## config.mk

```make
export PLATFORM = sky130hd
export DESIGN_NAME = udn_top
export DESIGN_NICKNAME = d
export VERILOG_FILES = /design/src/rtl/udn_pkg.sv /design/src/rtl/udn_top.sv /design/src/rtl/udn_req_route.sv /design/src/rtl/udn_nack_gen.sv
export SDC_FILE = /design/constraint.sdc
export NUM_CORES = 1
export LEC_CHECK = 0
export BUFFER_PORTS_ARGS = -buffer_cell sky130_fd_sc_hd__buf_2
export CORE_UTILIZATION = 54
export CTS_CLUSTER_DIAMETER = 60
export DETAILED_ROUTE_END_ITERATION = 8
export PLACE_DENSITY = 0.84
export SYNTH_ARGS = -nofsm -noshare
export SYNTH_HDL_FRONTEND = slang
export SYNTH_SLANG_ARGS = --single-unit
```

## constraint.sdc

```tcl
create_clock -name ref_clk -period 4 [get_ports ref_clk]
set_input_delay 0 -clock ref_clk [delete_from_list [all_inputs] [get_ports ref_clk]]
set_output_delay 0 -clock ref_clk [all_outputs]
set_load 0.02 [all_outputs]
```

## src/rtl/udn_pkg.sv

```systemverilog
// udn_pkg: offsets, field positions, reset values and carriers for the
// uart request routing and smartcard nack block.
// assumes an 8-bit register port and one 25 MHz clock domain.
package udn_pkg;

	// clock period in ns, kept for reference by timing users
	localparam int CLK_PERIOD_NS = 40;

	// register offsets
	localparam logic [7:0] OFS_CTRL  = 8'h03;
	localparam logic [7:0] OFS_STAT  = 8'h04;
	localparam logic [7:0] OFS_DMARC = 8'h0b;
	localparam logic [7:0] OFS_SCC   = 8'h18;
	localparam logic [7:0] OFS_RETRY = 8'h1a;

	// dma_route_control fields
	localparam int         DRC_TXSEL = 7;
	localparam int         DRC_RXSEL = 5;
	localparam logic [7:0] DRC_MASK  = 8'ha0;
	localparam logic [7:0] DRC_RST   = 8'h00;

	// smartcard_control fields
	localparam int         SCC_OVRNK = 4;
	localparam int         SCC_ERRNK = 3;
	localparam int         SCC_INIT  = 2;
	localparam int         SCC_PROTO = 1;
	localparam int         SCC_MODE  = 0;
	localparam logic [7:0] SCC_MASK  = 8'h1f;
	localparam logic [7:0] SCC_RST   = 8'h00;

	// control register fields
	localparam int         CTL_TXE_IEN = 7;
	localparam int         CTL_TXC_IEN = 6;
	localparam int         CTL_RXF_IEN = 5;
	localparam int         CTL_TX_EN   = 3;
	localparam logic [7:0] CTL_MASK    = 8'he8;
	localparam logic [7:0] CTL_RST     = 8'h00;

	// status register fields
	localparam int STA_TDE = 7;
	localparam int STA_TXC = 6;
	localparam int STA_RDF = 5;
	localparam int STA_RT  = 4;

	// protocol type codes
	localparam logic PROTO_T0 = 1'b0;
	localparam logic PROTO_T1 = 1'b1;

	// receive character events from the receiver core
	typedef struct packed {
		logic done;
		logic parityErr;
		logic overrun;
		logic initValid;
		logic initInvalid;
	} udn_rx_evt_t;

	// mirrors smartcard_control bits 4..0
	typedef struct packed {
		logic ovrNack;
		logic errNack;
		logic init;
		logic proto;
		logic modeEn;
	} udn_sc_cfg_t;

	// one request pair
	typedef struct packed {
		logic irq;
		logic dma;
	} udn_req_t;

	// retransmit sequencer
	typedef enum logic [1:0] {RT_IDLE, RT_SEND, RT_WAIT} udn_rt_st_t;

endpackage : udn_pkg

```

## src/rtl/udn_top.sv

```systemverilog
// udn_top: request routing and smartcard nack/retransmit control.
// assumes the uart core, dma and interrupt controller run on ref_clk.
// Operation
// - route 0, tx empty enable and flag set: raise tx interrupt request
// - route 1, tx empty enable and flag set: raise tx dma request instead
// - tx empty enable clear: no tx dma nor interrupt request
// - reserved route bits 6,4,3..0 and smartcard bits 7..5 read zero
// - rx full enable clear: no rx dma nor interrupt request
// - rx full enable and flag set: irq or dma per rx route bit 5
// - smartcard control ignored while smartcard mode is off
// - overrun nack enable sends nack on overrunning character
// - overrun nack enable clear: no nack for overflow
// - automatic nacks only under protocol t=0
// - overrun and error nack enables act independently
// - error nack on parity error or invalid initial character
// - error nack enable: retransmit nacked data without limit
// - protocol type 0 selects t=0, 1 selects t=1
// - init detect searches every received character; the code searches only under t=0
// - mode enable switches ordinary and smartcard operation
`timescale 1ns/1ps
`default_nettype none
module udn_top #(
	parameter int RETRY_W = 8
) (
	// clock, reset, enable
	input  wire logic                 ref_clk,
	input  wire logic                 nrst,
	input  wire logic                 ce,
	// register port
	input  wire logic [7:0]           regAddr,
	input  wire logic [7:0]           regWdata,
	input  wire logic                 regWr,
	input  wire logic                 regRd,
	output logic      [7:0]           regRdata,
	// uart core flags
	input  wire logic                 txEmptyFlag,
	input  wire logic                 rxFullFlag,
	input  wire logic                 txCompleteFlag,
	// receive and transmit events
	input  wire udn_pkg::udn_rx_evt_t rxEvt,
	input  wire logic                 txNackSeen,
	input  wire logic                 txCharEnd,
	// requests
	output udn_pkg::udn_req_t         txReq,
	output udn_pkg::udn_req_t         rxReq,
	output logic                      txCompleteIrq,
	// smartcard line control
	output logic                      nackSend,
	output logic                      txRetransmit,
	output logic                      rxDiscard,
	output logic                      txEnable,
	output logic                      scMode
);
	import udn_pkg::*;

	logic [7:0]         ctlReg;
	logic [7:0]         ctlNext;
	logic [7:0]         drcReg;
	logic [7:0]         drcNext;
	logic [7:0]         sccReg;
	logic [7:0]         sccNext;
	logic [7:0]         rdReg;
	logic [7:0]         rdNext;
	udn_rt_st_t         rtReg;
	udn_rt_st_t         rtNext;
	logic [RETRY_W-1:0] cntReg;
	logic [RETRY_W-1:0] cntNext;
	udn_sc_cfg_t        scCfg;
	logic               initHit;
	logic               retryOk;
	logic               scT0;

	// only the low five bits of smartcard control exist
	assign scCfg = sccReg[4:0];
	assign scT0  = scCfg.modeEn & (scCfg.proto == PROTO_T0);

	// register writes; masks keep reserved bits at zero
	always_comb begin
		ctlNext = ctlReg;
		drcNext = drcReg;
		sccNext = sccReg;
		// hardware clears init detect on a valid initial character
		if (initHit)
			sccNext[SCC_INIT] = 1'b0;
		if (regWr) begin
			if (regAddr == OFS_CTRL)
				ctlNext = regWdata & CTL_MASK;
			else if (regAddr == OFS_DMARC)
				drcNext = regWdata & DRC_MASK;
			else if (regAddr == OFS_SCC)
				sccNext = regWdata & SCC_MASK;
		end
	end

	always_ff @(posedge ref_clk) begin
		if (!nrst) begin
			ctlReg <= CTL_RST;
			drcReg <= DRC_RST;
			sccReg <= SCC_RST;
		end else if (ce) begin
			ctlReg <= ctlNext;
			drcReg <= drcNext;
			sccReg <= sccNext;
		end
	end

	// read data stand only in the cycle after the strobe
	always_comb begin
		rdNext = 8'h00;
		if (regRd) begin
			if (regAddr == OFS_CTRL)
				rdNext = ctlReg;
			else if (regAddr == OFS_STAT) begin
				rdNext[STA_TDE] = txEmptyFlag;
				rdNext[STA_TXC] = txCompleteFlag;
				rdNext[STA_RDF] = rxFullFlag;
				rdNext[STA_RT]  = (rtReg != RT_IDLE);
			end else if (regAddr == OFS_DMARC)
				rdNext = drcReg & DRC_MASK;
			else if (regAddr == OFS_SCC)
				rdNext = sccReg & SCC_MASK;
			else if (regAddr == OFS_RETRY)
				rdNext = 8'(cntReg);
		end
	end

	always_ff @(posedge ref_clk) begin
		if (!nrst)
			rdReg <= 8'h00;
		else if (ce)
			rdReg <= rdNext;
	end

	assign regRdata = rdReg;

	// request steering, one instance per flag
	udn_req_route u_txRoute (
		.en   (ctlReg[CTL_TXE_IEN]),
		.flag (txEmptyFlag),
		.sel  (drcReg[DRC_TXSEL]),
		.req  (txReq)
	);

	udn_req_route u_rxRoute (
		.en   (ctlReg[CTL_RXF_IEN]),
		.flag (rxFullFlag),
		.sel  (drcReg[DRC_RXSEL]),
		.req  (rxReq)
	);

	// transmit complete has no dma route
	assign txCompleteIrq = ctlReg[CTL_TXC_IEN] & txCompleteFlag;

	// nack decision per received character
	udn_nack_gen u_nack (
		.ref_clk  (ref_clk),
		.nrst     (nrst),
		.ce       (ce),
		.cfg      (scCfg),
		.evt      (rxEvt),
		.nackSend (nackSend),
		.initHit  (initHit)
	);

	// receiver throws data away until a valid initial character
	assign rxDiscard = scT0 & scCfg.init;
	assign txEnable  = ctlReg[CTL_TX_EN];
	assign scMode    = scCfg.modeEn;

	// retries run only while tx enable, mode, t=0 and error nack hold;
	// clearing any of the four or the card's accept on txCharEnd ends them, there is no limit
	assign retryOk = scT0 & scCfg.errNack & ctlReg[CTL_TX_EN];

	// retransmit sequencer
	always_comb begin
		rtNext  = rtReg;
		cntNext = cntReg;
		case (rtReg)
			RT_IDLE: begin
				if (retryOk && txNackSeen) begin
					rtNext  = RT_SEND;
					cntNext = '0;
				end
			end
			RT_SEND: begin
				rtNext = RT_WAIT;
				// count saturates for display only, retries go on
				if (cntReg != '1)
					cntNext = cntReg + 1'b1;
			end
			RT_WAIT: begin
				if (!retryOk)
					rtNext = RT_IDLE;
				else if (txNackSeen)
					rtNext = RT_SEND;
				else if (txCharEnd)
					rtNext = RT_IDLE;
			end
			default: rtNext = RT_IDLE;
		endcase
	end

	always_ff @(posedge ref_clk) begin
		if (!nrst) begin
			rtReg  <= RT_IDLE;
			cntReg <= '0;
		end else if (ce) begin
			rtReg  <= rtNext;
			cntReg <= cntNext;
		end
	end

	// one pulse per resend, from the state register
	assign txRetransmit = (rtReg == RT_SEND);

	property p_tx_irq;
		@(posedge ref_clk) disable iff (!nrst)
		ctlReg[CTL_TXE_IEN] && txEmptyFlag && !drcReg[DRC_TXSEL]
		|-> txReq.irq && !txReq.dma;
	endproperty
	a_tx_irq: assert property (p_tx_irq)
		else $error("tx empty did not raise irq");

	property p_tx_dma;
		@(posedge ref_clk) disable iff (!nrst)
		ctlReg[CTL_TXE_IEN] && txEmptyFlag && drcReg[DRC_TXSEL]
		|-> txReq.dma && !txReq.irq;
	endproperty
	a_tx_dma: assert property (p_tx_dma)
		else $error("tx empty did not raise dma");

	property p_tx_off;
		@(posedge ref_clk) disable iff (!nrst)
		!ctlReg[CTL_TXE_IEN] |-> !txReq.irq && !txReq.dma;
	endproperty
	a_tx_off: assert property (p_tx_off)
		else $error("tx request with tie clear");

	property p_rx_off;
		@(posedge ref_clk) disable iff (!nrst)
		!ctlReg[CTL_RXF_IEN] |-> !rxReq.irq && !rxReq.dma;
	endproperty
	a_rx_off: assert property (p_rx_off)
		else $error("rx request with rie clear");

	property p_rx_on;
		@(posedge ref_clk) disable iff (!nrst)
		ctlReg[CTL_RXF_IEN] && rxFullFlag
		|-> rxReq.dma == drcReg[DRC_RXSEL]
		&& rxReq.irq == !drcReg[DRC_RXSEL];
	endproperty
	a_rx_on: assert property (p_rx_on)
		else $error("rx full routed wrongly");

	property p_level;
		@(posedge ref_clk) disable iff (!nrst)
		$fell(txEmptyFlag) |-> !txReq.irq && !txReq.dma;
	endproperty
	a_level: assert property (p_level)
		else $error("tx request outlived its flag");

	property p_rsv;
		@(posedge ref_clk) disable iff (!nrst)
		ce && regRd && (regAddr == OFS_DMARC || regAddr == OFS_SCC)
		|=> (regRdata & ~(DRC_MASK | SCC_MASK)) == 8'h00
		&& ($past(regAddr) != OFS_DMARC || regRdata[6] == 1'b0)
		&& ($past(regAddr) != OFS_SCC || regRdata[7:5] == 3'h0);
	endproperty
	a_rsv: assert property (p_rsv)
		else $error("reserved bit read as one");

	property p_retry;
		@(posedge ref_clk) disable iff (!nrst)
		ce && retryOk && txNackSeen && rtReg != RT_SEND
		|=> txRetransmit ##1 !txRetransmit;
	endproperty
	a_retry: assert property (p_retry)
		else $error("nacked data not resent");

	property p_mode_off;
		@(posedge ref_clk) disable iff (!nrst)
		!scCfg.modeEn |-> !rxDiscard && !scMode;
	endproperty
	a_mode_off: assert property (p_mode_off)
		else $error("smartcard effect with mode off");

	property p_init_clr;
		@(posedge ref_clk) disable iff (!nrst)
		ce && initHit && !regWr |=> !scCfg.init && !rxDiscard;
	endproperty
	a_init_clr: assert property (p_init_clr)
		else $error("init detect not cleared");

	property p_t1_init;
		@(posedge ref_clk) disable iff (!nrst)
		scCfg.proto == PROTO_T1 |-> !rxDiscard && !txRetransmit;
	endproperty
	a_t1_init: assert property (p_t1_init)
		else $error("t=0 behaviour under t=1");

	property p_off_retry;
		@(posedge ref_clk) disable iff (!nrst)
		ce && !scCfg.modeEn && rtReg == RT_WAIT |=> rtReg == RT_IDLE;
	endproperty
	a_off_retry: assert property (p_off_retry)
		else $error("retry kept with mode off");

endmodule : udn_top
`default_nettype wire

```

## src/rtl/udn_req_route.sv

```systemverilog
// udn_req_route: steers one flag onto an interrupt or a dma request.
// assumes flag and controls come from logic on the same clock.
`timescale 1ns/1ps
`default_nettype none
module udn_req_route (
	// controls
	input  wire logic           en,
	input  wire logic           flag,
	input  wire logic           sel,
	// request pair
	output udn_pkg::udn_req_t   req
);
	import udn_pkg::*;

	// level requests, held while enable and flag hold
	always_comb begin
		req.irq = en & flag & ~sel;
		req.dma = en & flag & sel;
	end

endmodule : udn_req_route
`default_nettype wire

```

## src/rtl/udn_nack_gen.sv

```systemverilog
// udn_nack_gen: decides an automatic nack per received character.
// assumes rx events are one-cycle pulses on the same clock.
`timescale 1ns/1ps
`default_nettype none
module udn_nack_gen (
	// clock and control
	input  wire logic                ref_clk,
	input  wire logic                nrst,
	input  wire logic                ce,
	// configuration and events
	input  wire udn_pkg::udn_sc_cfg_t cfg,
	input  wire udn_pkg::udn_rx_evt_t evt,
	// results
	output logic                     nackSend,
	output logic                     initHit
);
	import udn_pkg::*;

	logic active;
	logic nackNext;
	logic nackReg;

	// nack only in smartcard mode under t=0
	always_comb begin
		active   = cfg.modeEn & (cfg.proto == PROTO_T0);
		nackNext = 1'b0;
		if (active && evt.done) begin
			if (cfg.ovrNack && evt.overrun)
				nackNext = 1'b1;
			if (cfg.errNack && evt.parityErr)
				nackNext = 1'b1;
			if (cfg.errNack && cfg.init && evt.initInvalid)
				nackNext = 1'b1;
		end
		// every character is searched while init detect is on in t=0 smartcard mode
		initHit = active & cfg.init & evt.done & evt.initValid;
	end

	// registered so the line driver sees a clean pulse
	always_ff @(posedge ref_clk) begin
		if (!nrst)
			nackReg <= 1'b0;
		else if (ce)
			nackReg <= nackNext;
	end

	assign nackSend = nackReg;

	property p_ovr_nack;
		@(posedge ref_clk) disable iff (!nrst)
		ce && cfg.modeEn && cfg.proto == PROTO_T0 && cfg.ovrNack
		&& evt.done && evt.overrun |=> nackSend;
	endproperty
	a_ovr_nack: assert property (p_ovr_nack)
		else $error("overrun did not nack");

	property p_no_ovr_nack;
		@(posedge ref_clk) disable iff (!nrst)
		ce && !cfg.ovrNack && evt.overrun && !evt.parityErr
		&& !evt.initInvalid |=> !nackSend;
	endproperty
	a_no_ovr_nack: assert property (p_no_ovr_nack)
		else $error("nack on overrun while disabled");

	property p_t1_quiet;
		@(posedge ref_clk) disable iff (!nrst)
		ce && cfg.proto == PROTO_T1 |=> !nackSend;
	endproperty
	a_t1_quiet: assert property (p_t1_quiet)
		else $error("nack under t=1");

	property p_err_nack;
		@(posedge ref_clk) disable iff (!nrst)
		ce && cfg.modeEn && cfg.proto == PROTO_T0 && cfg.errNack
		&& evt.done && (evt.parityErr || (cfg.init && evt.initInvalid))
		|=> nackSend;
	endproperty
	a_err_nack: assert property (p_err_nack)
		else $error("error did not nack");

	property p_indep;
		@(posedge ref_clk) disable iff (!nrst)
		ce && cfg.modeEn && cfg.proto == PROTO_T0 && !cfg.errNack
		&& cfg.ovrNack && evt.done && evt.overrun ##1 1 |-> nackSend;
	endproperty
	a_indep: assert property (p_indep)
		else $error("overrun nack needs error nack");

	property p_off_quiet;
		@(posedge ref_clk) disable iff (!nrst)
		ce && !cfg.modeEn |=> !nackSend;
	endproperty
	a_off_quiet: assert property (p_off_quiet)
		else $error("nack outside smartcard mode");

endmodule : udn_nack_gen
`default_nettype wire

```

==> impl_metrics.json, run 1 <==
{
  "status": "finished, final reports clean",
  "cts_root_buf": "clkbuf_4",
  "num_rows": 19,
  "layout_setup_ws_ps": 2430,
  "synth_area_um2": 1580,
  "final_util": 0.722,
  "relSlewSlack": 0.656,
  "pwr_density_cell_nw_per_um2": 274,
  "die_w_um": 56.1,
  "netlist.area_leader.share": 0.380,
  "drc": 0,
  "cts_tree": "built",
  "num_antenna_cells": 0,
  "routed_via_density": 6.12,
  "drive_above_1_share": 0.270,
  "cts_buffers": 5,
  "vias": 1640,
  "routabilityCongestion": 0.838,
  "worst-setup-path-type": "reg2reg",
  "final_common_cell": "buf_2",
  "dpl.hpwl_um": 2920,
  "syn-num-nets": 207,
  "multi_input_area_um2": 933,
  "tightest_slew_ps": 513,
  "slew_violations": 0,
  "htree_levels": 2,
  "max_freq_mhz": 639,
  "leakage_nw": 0.912,
  "hold_viol": 0,
  "num-fill-cells": 209,
  "clk_latency_ps": 340,
  "seq_area_frac_synth": 0.380,
  "period_share": 0.391,
  "wl_per_cell_um": 15.5,
  "die-area_um2": 3150,
  "pre_cts_ws_ps": 2460,
  "layout.nets": 268,
  "crit_path_end_kind": "register",
  "yosysWarnings": 0,
  "clk_path_buf_depth": 2,
  "worstPathMaxFanout": 15,
  "grt_usage": 0.285,
  "hold_buffers": 10,
  "seq_area_um2": 601,
  "drt-initial-drc-count": 72,
  "cp-start-kind": "register",
  "grt_first_pass_wirelength_um": 6980,
  "min_path_type": "in2reg",
  "fin_crit_ps": 1570,
  "max_stage_delay_ps": 530,
  "power_frac_seq": 0.548,
  "switching_share": 0.250,
  "clk_pin_slew_ps": 100,
  "cap_violations": 0,
  "internal_power_mw": 0.409,
  "ys_ff_latch": 30,
  "syn_inst": 175,
  "cts.sinks": 30,
  "fp.dieH_um": 56.1,
  "routed_wl_um": 4150,
  "synthFlopType": "dfxtp_1",
  "path_cells": "and4b_2, a21oi_2, or4_1, a21oi_1",
  "core_area_um2": 2760,
  "worstSetupStartpoint": "ctlReg[3]",
  "yosys.area.top_type": "dfxtp_1",
  "initial_core_util": 0.573,
  "slowest_stage": "or4_1",
  "ys_types": 49,
  "mostFrequentLayoutCells": "buf_2, dfxtp_1, nor2_1",
  "grt-ovfl-total": 0,
  "finalSetupViolations": 0,
  "critPathArrivalTime_ps": 1850,
  "syn_avg_cell_area_um2": 9.03,
  "synth.area.top_cells": "dfxtp_1, mux2i_1, nor2_1, a21oi_1, o31ai_1",
  "ioPinCount": 49,
  "final.setup.tns_ps": 0,
  "required_ps": 4280,
  "ant_nets": 0,
  "async_reset_ff_frac": 0,
  "fin_skew_ps": 17.2,
  "post_cts_buffers": 0,
  "p_sw_mw": 0.136,
  "numPortBuffers": 48,
  "hp-start": "regRd",
  "grt_max_degree": 18,
  "p_clk_frac": 0.355,
  "firstDrtPassIters": 4,
  "rsz0062_at_grt": "no",
  "synth_edf_count": 0,
  "grt_pass1_vias": 1524,
  "comb_power_share": 0.097,
  "antenna_found_initial": 0,
  "cts_resized": 0,
  "holdWs_ps": 18.4,
  "ir_drop_mv": 0.234,
  "synthToLayoutAreaGrowth_pct": 26.0,
  "r2r_start": "ctlReg[3]"
}
stage by stage:
stage	cells	power, mW	area, µm²
2_1_floorplan	175	0.323	1580
3_3_place_gp	250	0.349	1830
3_5_place_dp	250	0.349	1830
4_1_cts	268	0.544	1990
5_1_grt	268	0.565	1990
6_report	268	0.545	1990
logic make-up (layout without fill, tap and decap cells):
kind of cell             count (synthesis)  count (layout)  synth area share
AND/OR/NAND/NOR                         77              77             0.295
AO/OA/AOI/OAI                           43              43             0.192
flip-flops                              30              30             0.380
multiplexers                            15              15            0.0958
buffers and inverters                    9              71            0.0293
adder cells (fa/ha/maj)                  1               1           0.00792
state kept, by name, indices dropped and copies added (netlist names):
name and flops:
cntReg 8, regRdata 8, sccReg 5, ctlReg 4, drcReg 2, rtReg 2, u_nack.nackSend 1
Yosys cell counts, types with 2 or more instances:
cell,n
a221oi_1,3
nor2_1,21
nor2b_1,2
nand2_1,11
inv_1,4
or3_1,2
nand4_1,8
and2_1,9
nand3_1,2
a21oi_1,12
o21ai_0,4
mux2i_1,14
a22o_1,2
o2bb2ai_1,4
or4_1,5
o31ai_1,8
and3_1,2
dfxtp_1,30
nor3_1,2
path summary, 6_finish.rpt:
path | to | slack [ps] | cells past startpoint
setup / recovery | cntReg[7] | 2430 | 4
setup reg to reg | cntReg[7] | 2430 | 4
hold / removal | regRdata[3] | 20 | 3
hold reg to reg | regRdata[7] | 460 | 2
worst max-delay path: cells and delay by family, from the launching register on:
kind | cells | cell delay (ps)
compound gates | 2 | 300
flops | 1 | 380
simple gates | 2 | 820
power groups by stage:
stage / sequential [mW] / combinational, mW / clock (mW)
finish: 0.299 / 0.0527 / 0.194
global route: 0.299 / 0.0563 / 0.210
CTS: 0.299 / 0.0511 / 0.194
detailed placement: 0.306 / 0.0435 / 0
global placement: 0.306 / 0.0431 / 0
floorplan: 0.306 / 0.0178 / 0
layer usage:
metal  up-vias  global-route usage  part of all wire
met2        92               0.488              0.46
met3        13              0.0721             0.091
met5         -                   0                 0
li1        793                   -                 -
met1       742               0.339              0.42
met4         0               0.111             0.026
cell type report:
cell class	count	share of cell area
clock inverters	1	0.00251
multi-input cells	136	0.469
flip-flops and latches	30	0.302
repair buffers	58	0.171
clock buffers	7	0.0276
well taps	31	0.0195
inverters	5	0.00942
(Power assumes the default switching activity.)
==> inputs of run 2 (changes only) <==
Settings changed: ABC_AREA from default to 1, CORE_UTILIZATION 54 to 47, PLACE_DENSITY 0.84 to 0.76.
Clock period 4 ns to 1.3 ns, I/O delays scaled along.
==> impl_metrics.json, run 2 <==
{
  "ioPinCount": 49,
  "cts_buffers": 5,
  "final_area_um2": 2310,
  "synth_edf_count": 0,
  "clk_pin_slew_ps": 60,
  "cp-start-kind": "register",
  "critPathTopFamily": "simple AND/OR/NAND/NOR gates",
  "async_reset_ff_frac": 0,
  "crit_buf_inv": 1,
  "slew_violations": 0,
  "path_cells": "ha_4, nand2_4, nor2_4, nand2_2, o21ai_4, inv_2, nand2_4, nand2_2, a21oi_2",
  "synth.area.top_cells": "dfxtp_1, nand2_1, inv_1, a21oi_1, nor2_1",
  "grt_pass1_vias": 1939,
  "worstPathMaxFanout": 8,
  "initial_core_util": 0.492,
  "clk_latency_ps": 280,
  "cap_violations": 0,
  "yosys.area.top_type": "dfxtp_1",
  "final.setup.tns_ps": -492,
  "firstDrtPassIters": 4,
  "status": "finished with violations",
  "pwr_density_cell_nw_per_um2": 842,
  "routed_wl_um": 4590,
  "synthTopCellsByCount": "nand2_1, inv_1, dfxtp_1",
  "relSlewSlack": 0.799,
  "antenna_found_initial": 0,
  "die-area_um2": 4080,
  "seq_area_um2": 604,
  "period_share": 1.06,
  "grt-ovfl-total": 0,
  "violations": "negative setup slack",
  "drt-initial-drc-count": 122,
  "yosys.cell_count.top_type": "nand2_1",
  "max_freq_mhz": 727,
  "place_area_um2": 2160,
  "synthFlopType": "dfxtp_1",
  "min_path_type": "in2reg",
  "routed_via_density": 4.96,
  "num-fill-cells": 365,
  "fp.dieH_um": 63.9,
  "htree_levels": 2,
  "syn_avg_cell_area_um2": 6.27,
  "grt_first_pass_wirelength_um": 7830,
  "dpl.hpwl_um": 3510,
  "syn_inst": 287,
  "ir_drop_mv": 0.508,
  "clk_path_buf_depth": 2,
  "hold_viol": 0,
  "syn-num-nets": 319,
  "num_antenna_cells": 0,
  "layout.nets": 384,
  "ys_ff_latch": 30,
  "tightest_slew_ps": 300,
  "rsz0062_at_grt": "yes",
  "leakage_nw": 1.09,
  "drive_above_1_share": 0.280,
  "die_w_um": 63.9,
  "holdWs_ps": 3.81,
  "mostFrequentLayoutCells": "nand2_1, buf_2, inv_1",
  "critPathArrivalTime_ps": 1590,
  "drc": 0,
  "yosysWarnings": 0,
  "worst-setup-path-type": "reg2reg",
  "pre_cts_ws_ps": -62.6,
  "max_stage_delay_ps": 350,
  "crit_path_end_kind": "register",
  "wl_per_cell_um": 11.4,
  "cts_root_buf": "clkbuf_8",
  "multi_input_area_um2": 1040,
  "fin_skew_ps": 7.57,
  "final_util": 0.632,
  "fin_crit_ps": 1370,
  "grt_usage": 0.240,
  "final_common_cell": "nand2_1",
  "netlist.area_leader.share": 0.334,
  "ant_nets": 0,
  "cts.sinks": 30,
  "layout_setup_ws_ps": -74.7,
  "routabilityCongestion": 0.884,
  "num_rows": 22,
  "vias": 1989,
  "numPortBuffers": 48,
  "grt_max_degree": 18,
  "ys_types": 30,
  "core_area_um2": 3660,
  "cts_tree": "built",
  "required_ps": 1520,
  "synthToLayoutAreaGrowth_pct": 28.5,
  "synth_area_um2": 1800,
  "finalSetupViolations": 8,
  "seq_area_frac_synth": 0.334,
  "slowest_stage": "dfxtp_2"
}
[run 2: cell types whose count changed after synthesis, sizes merged, moves of 5 or more]
cell,delta
or4,-5
nor2,+13
a21oi,+18
inv,+38
nand4,-5
o31ai,-8
o21ai,+15
nand2,+74
mux2i,-14
and2,-9
nand3,+19
[run 2: routing by layer]
layer | vias up | routed length, µm | track usage | part of all wire
li1 | 1039 | - | - | -
met1 | 893 | 2150 | 0.292 | 0.47
met2 | 49 | 2200 | 0.424 | 0.48
met3 | 8 | 182 | 0.0446 | 0.040
met4 | 0 | 60 | 0.0739 | 0.013
met5 | - | 0 | 0 | 0
[run 2: final cells by class]
class / count / area share
Clock buffer: 7 / 0.0373
Tap cell: 48 / 0.0260
Multi-Input combinational cell: 209 / 0.450
Timing Repair Buffer: 63 / 0.154
Sequential cell: 30 / 0.261
Clock inverter: 1 / 0.00216
Inverter: 43 / 0.0698
[run 2: cell families after synthesis]
logic type                 Yosys count  synth area share
buffers and inverters               48             0.104
xor gates and xnor gates             3            0.0146
AOI/OAI and AO/OA                   55             0.170
adders and majority gates            1           0.00695
DFF                                 30             0.334
and+or+nand+nor                    150             0.371
[run 2: report_power, final]
part	internal [mW]	switching, mW	total [mW]
Combinational	0.0878	0.158	0.246
Clock	0.426	0.341	0.767
Sequential	0.928	0.00781	0.936
[run 2: stage by stage]
stage | total power [mW] | instances
after detailed placement | 1.19 | 389
final | 1.95 | 401
after floorplan | 1.10 | 287
after global placement | 1.19 | 389
after CTS | 1.95 | 400
after global routing | 2.03 | 401
[run 2: worst register-to-register path, delay by kind of cell (launching register included)]
kind                       cells  cell delay (ps)
buffers and inverters          1               60
and+or+nand+nor                5              450
DFF                            1              350
AOI/OAI and AO/OA              2              290
adders and majority gates      1              160
[run 2: path summary, 6_finish.rpt]
| path | end | slack [ps] | depth (start not counted) | start |
|---|---|---|---|---|
| min reg2reg | regRdata[0] | 460 | 2 | regRdata[0] |
| max reg2reg | cntReg[0] | -70 | 9 | cntReg[1] |
| max | cntReg[0] | -70 | 9 | cntReg[1] |
| min | u_nack.nackSend | 4 | 3 | rxEvt[4] |
[run 2: what timing repair did]
item	CTS	global route
hold buffers	1	0
resized for setup	5	3
pin swaps	4	4
buffers inserted	2	1
endpoints found under the hold margin	1	0
setup endpoints to repair	9	11
cloned	0	0
